### src/rzh_pkg.sv
package rzh_pkg;

    localparam logic [7:0] REG_CONTROL    = 8'h00;
    localparam logic [7:0] REG_STATUS     = 8'h04;
    localparam logic [7:0] REG_CMD        = 8'h08;
    localparam logic [7:0] REG_POSITION   = 8'h0c;
    localparam logic [7:0] REG_TARGET     = 8'h10;
    localparam logic [7:0] REG_LIMIT_POS  = 8'h14;
    localparam logic [7:0] REG_LIMIT_NEG  = 8'h18;
    localparam logic [7:0] REG_START_SPD  = 8'h1c;
    localparam logic [7:0] REG_RUN_SPD    = 8'h20;
    localparam logic [7:0] REG_ACCEL      = 8'h24;
    localparam logic [7:0] REG_DECEL      = 8'h28;
    localparam logic [7:0] REG_COND       = 8'h2c;

    localparam int CTRL_LIMIT_EN  = 0;
    localparam int CTRL_SOFT_LIMIT_POSITIVE_SET  = 1;
    localparam int CTRL_SOFT_LIMIT_NEGATIVE_SET  = 2;

    localparam int ST_MOVING      = 0;
    localparam int ST_HOME_VALID  = 1;
    localparam int ST_CHECK_ON    = 2;
    localparam int ST_LIMIT_POS   = 3;
    localparam int ST_LIMIT_NEG   = 4;
    localparam int ST_REJECTED    = 5;
    localparam int ST_ELSE_TAKEN  = 6;
    localparam int ST_MOVE_DONE   = 7;

    localparam logic [3:0] CMD_NONE        = 4'h0;
    localparam logic [3:0] CMD_RETURN_ZERO = 4'h1;
    localparam logic [3:0] CMD_ABS_GOTO    = 4'h2;
    localparam logic [3:0] CMD_SEEK_POS    = 4'h3;
    localparam logic [3:0] CMD_SEEK_NEG    = 4'h4;
    localparam logic [3:0] CMD_STOP        = 4'h5;
    localparam logic [3:0] CMD_IF          = 4'h6;
    localparam logic [3:0] CMD_ELSE        = 4'h7;
    localparam logic [3:0] CMD_ENDIF       = 4'h8;

    localparam logic [31:0] ZERO_POSITION  = 32'h0000_0000;
    localparam logic [31:0] RST_START_SPD  = 32'h0000_0001;
    localparam logic [31:0] RST_RUN_SPD    = 32'h0000_0004;
    localparam logic [31:0] RST_RAMP       = 32'h0000_0010;
    localparam logic [15:0] RATE_ONE       = 16'h0001;

    typedef enum logic [1:0] {
        RZH_IDLE  = 2'b00,
        RZH_RUN   = 2'b01,
        RZH_SEEK  = 2'b10
    } rzh_state_t;

    typedef enum logic [1:0] {
        RZH_PH_ACCEL = 2'b00,
        RZH_PH_CRUISE = 2'b01,
        RZH_PH_DECEL = 2'b10
    } rzh_phase_t;

endpackage

### src/rzh_profile.sv
`timescale 1ns/1ns
// Trapezoid speed generator: ramps from start speed to run speed and back down.
module rzh_profile
    import rzh_pkg::*;
(
    input  wire logic        ref_clk,
    input  wire logic        reset,
    input  wire logic        start,
    input  wire logic        abort,
    input  wire logic [31:0] distance,
    input  wire logic [31:0] start_stop_speed,
    input  wire logic [31:0] run_speed,
    input  wire logic [31:0] accel_time,
    input  wire logic [31:0] decel_time,
    output logic             busy,
    output logic      [31:0] step
);

    rzh_phase_t  phase;
    logic [31:0] speed;
    logic [31:0] remaining;
    logic [31:0] ramp_cnt;
    logic [31:0] travelled;

    wire logic [31:0] clipped_step = (speed > remaining) ? remaining : speed;
    wire logic        at_end       = (remaining == clipped_step);
    wire logic        need_decel   = (remaining <= travelled);
    wire logic [31:0] acc_slope    = (accel_time == 32'h0) ? run_speed : 32'h1;
    wire logic [31:0] dec_slope    = (decel_time == 32'h0) ? run_speed : 32'h1;

    // Speed never drops under the start/stop speed, so the move always ends while that speed is non-zero.
    always_ff @(posedge ref_clk or posedge reset) begin
        if (reset) begin
            busy      <= 1'b0;
            phase     <= RZH_PH_ACCEL;
            speed     <= 32'h0;
            remaining <= 32'h0;
            ramp_cnt  <= 32'h0;
            travelled <= 32'h0;
            step      <= 32'h0;
        end else if (abort) begin
            busy <= 1'b0;
            step <= 32'h0;
        end else if (start) begin
            busy      <= (distance != 32'h0);
            phase     <= RZH_PH_ACCEL;
            speed     <= start_stop_speed;
            remaining <= distance;
            ramp_cnt  <= 32'h0;
            travelled <= 32'h0;
            step      <= 32'h0;
        end else if (busy) begin
            step      <= clipped_step;
            remaining <= remaining - clipped_step;
            travelled <= travelled + clipped_step;
            busy      <= !at_end;
            ramp_cnt  <= ramp_cnt + 32'h1;
            case (phase)
                RZH_PH_ACCEL: begin
                    if (need_decel) begin
                        phase <= RZH_PH_DECEL;
                    end else if (speed >= run_speed) begin
                        phase <= RZH_PH_CRUISE;
                    end else if (ramp_cnt >= accel_time) begin
                        speed    <= speed + acc_slope;
                        ramp_cnt <= 32'h0;
                    end
                end
                RZH_PH_CRUISE: begin
                    if (need_decel) begin
                        phase <= RZH_PH_DECEL;
                    end
                end
                RZH_PH_DECEL: begin
                    if (ramp_cnt >= decel_time && speed > start_stop_speed) begin
                        speed    <= (speed < start_stop_speed + dec_slope) ?
                                    start_stop_speed : speed - dec_slope;
                        ramp_cnt <= 32'h0;
                    end
                end
                default: phase <= RZH_PH_ACCEL;
            endcase
        end else begin
            step <= 32'h0;
        end
    end

endmodule

### src/rzh_top.sv
// The register addresses and register access over Avalon-MM are this design's own decisions.
`timescale 1ns/1ns
module rzh_top
    import rzh_pkg::*;
(
    input  wire logic        ref_clk,
    input  wire logic        reset,
    input  wire logic [7:0]  avs_address,
    input  wire logic        avs_read,
    input  wire logic        avs_write,
    input  wire logic [31:0] avs_writedata,
    input  wire logic [3:0]  avs_byteenable,
    output logic      [31:0] avs_readdata,
    output logic             avs_waitrequest,
    input  wire logic        home_sensor,
    input  wire logic        limit_sensor_pos,
    input  wire logic        limit_sensor_neg,
    output logic             motion_in_progress,
    output logic             step_dir,
    output logic      [31:0] step_count
);

    ////////////////////////////////////////////////////////////////////////////////
    // Register storage.

    logic [31:0] control;
    logic [31:0] commanded_position;
    logic [31:0] target;
    logic [31:0] soft_limit_positive;
    logic [31:0] soft_limit_negative;
    logic [31:0] start_stop_speed;
    logic [31:0] run_speed;
    logic [31:0] accel_time;
    logic [31:0] decel_time;
    logic        home_valid;
    logic        cmd_rejected;
    logic        move_done;
    logic        cond_false;
    logic        in_else;
    logic        in_if;
    logic        rd_pending;
    rzh_state_t  state;

    function automatic logic [31:0] merge_bytes(input logic [31:0] old_v,
                                                input logic [31:0] new_v,
                                                input logic [3:0]  be);
        logic [31:0] r;
        r = old_v;
        for (int i = 0; i < 4; i++) begin
            if (be[i]) begin
                r[i*8 +: 8] = new_v[i*8 +: 8];
            end
        end
        return r;
    endfunction

    ////////////////////////////////////////////////////////////////////////////////
    // Bus decode. Writes finish in one cycle; reads take one wait cycle.

    wire logic        wr_ctrl   = avs_write && avs_address == REG_CONTROL;
    wire logic        wr_cmd    = avs_write && avs_address == REG_CMD && avs_byteenable[0];
    wire logic        wr_pos    = avs_write && avs_address == REG_POSITION;
    wire logic        wr_target = avs_write && avs_address == REG_TARGET;
    wire logic        wr_soft_limit_positive   = avs_write && avs_address == REG_LIMIT_POS;
    wire logic        wr_soft_limit_negative   = avs_write && avs_address == REG_LIMIT_NEG;
    wire logic        wr_vs     = avs_write && avs_address == REG_START_SPD;
    wire logic        wr_vr     = avs_write && avs_address == REG_RUN_SPD;
    wire logic        wr_ta     = avs_write && avs_address == REG_ACCEL;
    wire logic        wr_td     = avs_write && avs_address == REG_DECEL;
    wire logic        wr_cond   = avs_write && avs_address == REG_COND;
    wire logic [3:0]  cmd_code  = avs_writedata[3:0];

    assign avs_waitrequest = avs_read && !rd_pending;

    ////////////////////////////////////////////////////////////////////////////////
    // Command decode and acceptance.

    wire logic is_motion_cmd = (cmd_code == CMD_RETURN_ZERO) || (cmd_code == CMD_ABS_GOTO) ||
                               (cmd_code == CMD_SEEK_POS) || (cmd_code == CMD_SEEK_NEG);
    // Inside the alternate block commands run only if the condition was false.
    wire logic block_skip    = (in_if && !in_else && cond_false) ||
                               (in_if && in_else && !cond_false);
    wire logic skip_cmd      = block_skip && cmd_code != CMD_ELSE && cmd_code != CMD_ENDIF;
    wire logic busy_axis     = motion_in_progress;
    wire logic motion_refuse = wr_cmd && is_motion_cmd && busy_axis && !skip_cmd;
    wire logic motion_go     = wr_cmd && is_motion_cmd && !busy_axis && !skip_cmd;
    wire logic go_zero       = motion_go && cmd_code == CMD_RETURN_ZERO;
    wire logic go_abs        = motion_go && cmd_code == CMD_ABS_GOTO;
    wire logic go_seek       = motion_go && (cmd_code == CMD_SEEK_POS || cmd_code == CMD_SEEK_NEG);
    wire logic stop_now      = wr_cmd && cmd_code == CMD_STOP && !skip_cmd;

    // Return-to-zero behaves as an absolute goto with target zero.
    wire logic [31:0] move_target = go_zero ? ZERO_POSITION : target;
    wire logic        move_up     = $signed(move_target) >= $signed(commanded_position);
    wire logic [31:0] move_dist   = move_up ? move_target - commanded_position
                                            : commanded_position - move_target;
    wire logic        seek_up     = cmd_code == CMD_SEEK_POS;

    ////////////////////////////////////////////////////////////////////////////////
    // Motion profile.

    logic        prof_busy;
    logic [31:0] prof_step;
    logic        seek_hit;

    wire logic prof_start = go_zero || go_abs;
    // A soft limit stop also ends the profile, so no stale steps are left running.
    wire logic prof_abort = stop_now || seek_hit || (state == RZH_RUN && limit_hit);

    rzh_profile u_profile (
        .ref_clk          (ref_clk),
        .reset            (reset),
        .start            (prof_start),
        .abort            (prof_abort),
        .distance         (move_dist),
        .start_stop_speed (start_stop_speed),
        .run_speed        (run_speed),
        .accel_time       (accel_time),
        .decel_time       (decel_time),
        .busy             (prof_busy),
        .step             (prof_step)
    );

    wire logic [31:0] seek_step = start_stop_speed;
    assign seek_hit = (state == RZH_SEEK) &&
                      (home_sensor || (step_dir ? limit_sensor_pos : limit_sensor_neg));
    wire logic [31:0] active_step = (state == RZH_SEEK) ? seek_step : prof_step;
    wire logic [31:0] next_position = step_dir ? commanded_position + active_step
                                               : commanded_position - active_step;

    ////////////////////////////////////////////////////////////////////////////////
    // Soft limit checking.

    wire logic check_on  = control[CTRL_LIMIT_EN] && control[CTRL_SOFT_LIMIT_POSITIVE_SET] &&
                           control[CTRL_SOFT_LIMIT_NEGATIVE_SET] && home_valid;
    wire logic over_pos  = check_on &&
                           $signed(commanded_position) >= $signed(soft_limit_positive);
    wire logic over_neg  = check_on &&
                           $signed(commanded_position) <= $signed(soft_limit_negative);
    wire logic limit_hit = (over_pos && step_dir) || (over_neg && !step_dir);

    ////////////////////////////////////////////////////////////////////////////////
    // Axis state.

    rzh_state_t next_state;
    always_comb begin
        next_state = state;
        case (state)
            RZH_IDLE: begin
                if (prof_start) begin
                    next_state = RZH_RUN;
                end else if (go_seek) begin
                    next_state = RZH_SEEK;
                end
            end
            RZH_RUN: begin
                if (!prof_busy && !prof_start && state == RZH_RUN && step_count == 32'h0) begin
                    next_state = RZH_IDLE;
                end
                if (stop_now || limit_hit) begin
                    next_state = RZH_IDLE;
                end
            end
            RZH_SEEK: begin
                if (seek_hit || stop_now || limit_hit) begin
                    next_state = RZH_IDLE;
                end
            end
            default: next_state = RZH_IDLE;
        endcase
    end

    wire logic run_ends = (state != RZH_IDLE) && (next_state == RZH_IDLE);
    // The last profile step arrives in the same cycle the profile drops busy, so a run applies every
    // step it sees; the profile shows zero once it is idle.
    wire logic stepping = (state == RZH_RUN) || (state == RZH_SEEK && !seek_hit);

    always_ff @(posedge ref_clk or posedge reset) begin
        if (reset) begin
            state              <= RZH_IDLE;
            motion_in_progress <= 1'b0;
            step_dir           <= 1'b1;
            step_count         <= 32'h0;
            commanded_position <= ZERO_POSITION;
        end else begin
            state              <= next_state;
            motion_in_progress <= (next_state != RZH_IDLE);
            if (prof_start) begin
                step_dir <= move_up;
            end else if (go_seek) begin
                step_dir <= seek_up;
            end
            step_count <= (stepping && !limit_hit && !stop_now) ? active_step : 32'h0;
            if (wr_pos && !busy_axis) begin
                commanded_position <= merge_bytes(commanded_position, avs_writedata,
                                                  avs_byteenable);
            end else if (seek_hit && home_sensor) begin
                commanded_position <= ZERO_POSITION;
            end else if (stepping && !limit_hit && !stop_now) begin
                commanded_position <= next_position;
            end
        end
    end

    ////////////////////////////////////////////////////////////////////////////////
    // Configuration, home and status flags.

    always_ff @(posedge ref_clk or posedge reset) begin
        if (reset) begin
            control             <= 32'h0;
            target              <= ZERO_POSITION;
            soft_limit_positive <= ZERO_POSITION;
            soft_limit_negative <= ZERO_POSITION;
            start_stop_speed    <= RST_START_SPD;
            run_speed           <= RST_RUN_SPD;
            accel_time          <= RST_RAMP;
            decel_time          <= RST_RAMP;
            home_valid          <= 1'b0;
            cmd_rejected        <= 1'b0;
            move_done           <= 1'b0;
            cond_false          <= 1'b0;
            in_if               <= 1'b0;
            in_else             <= 1'b0;
            rd_pending          <= 1'b0;
        end else begin
            rd_pending <= avs_read && !rd_pending;
            if (wr_ctrl)   control             <= merge_bytes(control, avs_writedata, avs_byteenable);
            if (wr_target) target              <= merge_bytes(target, avs_writedata, avs_byteenable);
            if (wr_soft_limit_positive)   soft_limit_positive <= merge_bytes(soft_limit_positive, avs_writedata,
                                                              avs_byteenable);
            if (wr_soft_limit_negative)   soft_limit_negative <= merge_bytes(soft_limit_negative, avs_writedata,
                                                              avs_byteenable);
            if (wr_vs)     start_stop_speed    <= merge_bytes(start_stop_speed, avs_writedata,
                                                              avs_byteenable);
            if (wr_vr)     run_speed           <= merge_bytes(run_speed, avs_writedata,
                                                              avs_byteenable);
            if (wr_ta)     accel_time          <= merge_bytes(accel_time, avs_writedata,
                                                              avs_byteenable);
            if (wr_td)     decel_time          <= merge_bytes(decel_time, avs_writedata,
                                                              avs_byteenable);
            if (go_zero || (seek_hit && home_sensor)) begin
                home_valid <= 1'b1;
            end
            // A new refusal wins over a clear in the same write.
            if (motion_refuse) begin
                cmd_rejected <= 1'b1;
            end else if (wr_cmd && cmd_code == CMD_NONE) begin
                cmd_rejected <= 1'b0;
            end
            if (run_ends) begin
                move_done <= 1'b1;
            end else if (motion_go) begin
                move_done <= 1'b0;
            end
            if (wr_cond) begin
                cond_false <= !avs_writedata[0];
            end
            if (wr_cmd && cmd_code == CMD_IF) begin
                in_if   <= 1'b1;
                in_else <= 1'b0;
            end else if (wr_cmd && cmd_code == CMD_ELSE && in_if) begin
                in_else <= 1'b1;
            end else if (wr_cmd && cmd_code == CMD_ENDIF) begin
                in_if   <= 1'b0;
                in_else <= 1'b0;
            end
        end
    end

    ////////////////////////////////////////////////////////////////////////////////
    // Read data, registered on the wait cycle.

    wire logic [31:0] status_word = {24'h0, move_done, in_else && cond_false, cmd_rejected,
                                     over_neg, over_pos, check_on, home_valid,
                                     motion_in_progress};
    logic [31:0] rd_mux;
    always_comb begin
        case (avs_address)
            REG_CONTROL:   rd_mux = {29'h0, control[2:0]};
            REG_STATUS:    rd_mux = status_word;
            REG_POSITION:  rd_mux = commanded_position;
            REG_TARGET:    rd_mux = target;
            REG_LIMIT_POS: rd_mux = soft_limit_positive;
            REG_LIMIT_NEG: rd_mux = soft_limit_negative;
            REG_START_SPD: rd_mux = start_stop_speed;
            REG_RUN_SPD:   rd_mux = run_speed;
            REG_ACCEL:     rd_mux = accel_time;
            REG_DECEL:     rd_mux = decel_time;
            REG_COND:      rd_mux = {31'h0, !cond_false};
            default:       rd_mux = 32'h0;
        endcase
    end

    always_ff @(posedge ref_clk or posedge reset) begin
        if (reset) begin
            avs_readdata <= 32'h0;
        end else if (avs_read && !rd_pending) begin
            avs_readdata <= rd_mux;
        end
    end

endmodule

### config.mk
export PLATFORM = sky130hd
export DESIGN_NAME = rzh_top
export DESIGN_NICKNAME = d
export VERILOG_FILES = /design/src/rzh_pkg.sv /design/src/rzh_profile.sv /design/src/rzh_top.sv
export SDC_FILE = /design/constraint.sdc
export NUM_CORES = 2
export LEC_CHECK = 0
export BUFFER_PORTS_ARGS = -buffer_cell sky130_fd_sc_hd__buf_4
export CAP_MARGIN = 0
export CELL_PAD_IN_SITES_DETAIL_PLACEMENT = 0
export CELL_PAD_IN_SITES_GLOBAL_PLACEMENT = 2
export CORE_UTILIZATION = 40
export DETAILED_ROUTE_END_ITERATION = 10
export HOLD_SLACK_MARGIN = 0.06
export PLACE_DENSITY_LB_ADDON = 0.1
export SLEW_MARGIN = 30
export SYNTH_ARGS = -nofsm -noshare
export SYNTH_HDL_FRONTEND = slang
export SYNTH_SLANG_ARGS = --single-unit
### constraint.sdc
create_clock -name ref_clk -period 24.4 [get_ports ref_clk]
set_input_delay 6.1 -clock ref_clk [delete_from_list [all_inputs] [get_ports ref_clk]]
set_output_delay 6.1 -clock ref_clk [all_outputs]
set_load 0.005 [all_outputs]
==> key figures <==
Final layout
  – # nets final: 5683
  – Most common cell after layout, fill and taps aside: ha_1
  – Final Cell Area: 47800 um2
  – Share of cells above drive strength 1: between 10% and 20%
  – Final Non-Filler Cells: roughly 6.5k
  – Final core utilization: between 40 and 50%
  – Commonest non-fill, non-tap cells in the layout: ha_1 (538), dfrtp_1 (492), inv_1 (444)
  – Fillers: between 10k and 15k
  – Area Overhead vs Synth: 12.3%

Synth
  – Synth Area in Adders: between 10% and 20%
  – Post-synth EDFFs: 0
  – Post-synthesis sequential area ratio: 29.2%
  – Post-synthesis mux area share: roughly 6.7%
  – Post-Synthesis Cells: 4969
  – Post-Syn Nets: 5566
  – Synth Warn #: 0
  – Avg Inst Size Synth: 8.58 um2
  – Synth Flop Type: dfrtp_1
  – Post-synth top area share: slightly below 30%
  – Cell area after synthesis: 42600 um2
  – Post-synthesis compound-gate area fraction: 22.8%
  – FF+latch count, synth: around 500
  – Largest area contributor in the netlist: dfrtp_1
  – Synth area leaders: dfrtp_1 (29%), ha_1 (16%), mux2_2 (6.0%), a21oi_1 (4.7%), a21o_1 (4.1%)
  – Main combinational cell family by area after synthesis: compound AO/OA/AOI/OAI gates
  – Post-Synth Simple-Gate Area: 14.7%
  – Netlist cell types: between 80 and 90
  – Ys async rst share: 100%
  – Xor/xnor share of the synthesized area: 4.79%

Worst setup path
  – CP required: 18.30 ns
  – R2r endpoint: u_profile.speed[26]
  – Reg2reg path depth: 28
  – R2R setup slack: 15.83 ns
  – Worst Path Arrival: around 6.9 ns
  – WS Path Type: in -> out
  – Worst-path maximum fanout: 33
  – Reg-to-Reg Start: decel_time[0]
  – Critical path origin: avs_read
  – Critical path launch point type: primary input
  – Crit. End Element: primary output
  – Crit path to: avs_waitrequest

Global routing
  – M2 GR Usage: 53.3%
  – Pin count of the biggest net entering global routing: 151
  – All-Layer GR Usage: 33.9%
  – Vias in the first global route: 38.2k
  – First-pass GRT wire length: 267000 um
  – Grt total ovfl: 0
  – Most Crowded Layer GR: met2
  – Met3 usage: under 10%
  – Initial antenna violation count: 14
  – Met1 Resource Use GR: a little under half

Detailed routing
  – Vias per cell: 6.03
  – Wirelength per Cell: 28.2 um
  – DR iter-0 viols: 3994
  – Pre-antenna DRT Iters: 11
  – Number of remaining DRC errors: 35
  – Final wirelength: 184000 um
  – DRT antenna net count: 0
  – Via count: ~39k

Clock tree
  – Cts repair resizes: 0
  – CTS Buf Count: 66
  – CTS tree: built
  – Hold-fix buffers, CTS: 0
  – Clk sinks: 497
  – CTS H-tree lvls: 3
  – CTS max path bufs: 3
  – Clk Tree Root Cell: clkbuf_16
  – Worst-Skew Late Latency: 0.67 ns
  – Reg clk slew, reported paths: 0.05 ns
  – Post-CTS Setup Inserts: 0

Min path
  – Hold Crit Class: reg -> reg
  – Worst hold stages: 1

STA
  – Slew @ Worst Pin: between 0.9 and 1 ns
  – Setup ws final: 11.38 ns
  – RSZ-0062 raised after global routing: no
  – Setup TNS: 0 ns
  – Slew Viols, Final: 0
  – Final Setup Violations: 0
  – WHS: about 0.47 ns
  – Fmax: ~0.077 GHz
  – Post-Route Skew: 0.0388 ns
  – Final hold vios: 0
  – Min Tclk post-route: approximately 13 ns
  – Final worst path period share: a little over half
  – Relative slew slack: 33.1%

Power and ir drop
  – Pwr Total: 2.53 mW
  – Pleak: 23.7 nW
  – Max VDD drop: 0.0000473 V
  – Pwr dens: 52.9 nW/um2

Die
  – Core Box Area: about 110000 um2
  – Die span in y: 328 um
  – IO Count: 118
  – Die ar.: roughly 110000 um2
  – Die W: 328 um
  – # rows: 119
  – Initial core utilization: 40.4%

Placement
  – Place WS: 11.35 ns
  – Buffers on Ports: 117
  – Dpl cell area: 45500 um2
  – DP Cell Count: 6408
  – Final GP Congestion: 0.934
  – DP HPWL: between 100000 and 150000 um

Status
  – Outcome: finished, violations left
  – Failing checks: DRC

Flow run
  – Max-Cap Viols: 0
## worst max-delay path: stages
cell and delay (ns):
buf_4 0.11, nand2b_1 0.06, buf_4 0.34, inv_1 0.14, buf_4 0.16
## cells in the mapped netlist, types with 47 or more instances
master	instances
a31oi_1	81
inv_1	445
xor2_1	83
xnor2_1	148
o22ai_1	51
nor3_1	107
a21oi_1	401
o21a_1	53
nand4_1	81
mux2_2	226
nor2_1	387
a222oi_1	59
nand2_1	350
nand2b_1	66
nor4_1	50
clkbuf_1	140
a21o_1	234
nand3_1	74
ha_1	538
and3_1	47
dfrtp_1	492
o21ai_0	292
## layer usage
metal	share of wire, %	vias to the layer above
met5	0.031	-
met4	4.4	10
met3	6.7	337
met2	45	1401
met1	44	19303
li1	-	18344
## cells by family (layout without fill, tap and decap cells)
family | count (synthesis) | in the layout
flops | 497 | 497
mux | 254 | 254
fa+ha+maj | 547 | 547
simple gates | 1312 | 1312
other cells | 0 | 5
xor+xnor | 232 | 232
buf+inv | 624 | 794
compound gates | 1503 | 1503
## where the power goes
part	switching, mW	leakage, nW	total (mW)	internal [mW]
logic	0.372	16.0	0.591	0.219
registers	0.0402	6.54	0.889	0.849
clock network	0.432	1.14	1.05	0.621
## layout make-up
class	count	area, um2	area share [%]
antenna	5	12.5	0.0262
clock buffer	97	1970	4.12
clock inverter	24	353	0.737
multi-input combinational	3848	27900	58.3
timing repair buffer	228	1750	3.65
inverter	445	1680	3.51
sequential	497	12400	26.0
tap	1391	1740	3.64
## how the worst min path moves through the flow
stage / from / endpoint / slack [ns]
after global placement: avs_readdata[8] / avs_readdata[8] / 0.46
after CTS: avs_readdata[25] / avs_readdata[25] / 0.48
after global routing: avs_readdata[8] / avs_readdata[8] / 0.50
final: avs_readdata[10] / avs_readdata[10] / 0.47
after detailed placement: avs_readdata[25] / avs_readdata[25] / 0.47
after floorplan: move_done / move_done / 0.45
(Power assumes the default switching activity.)
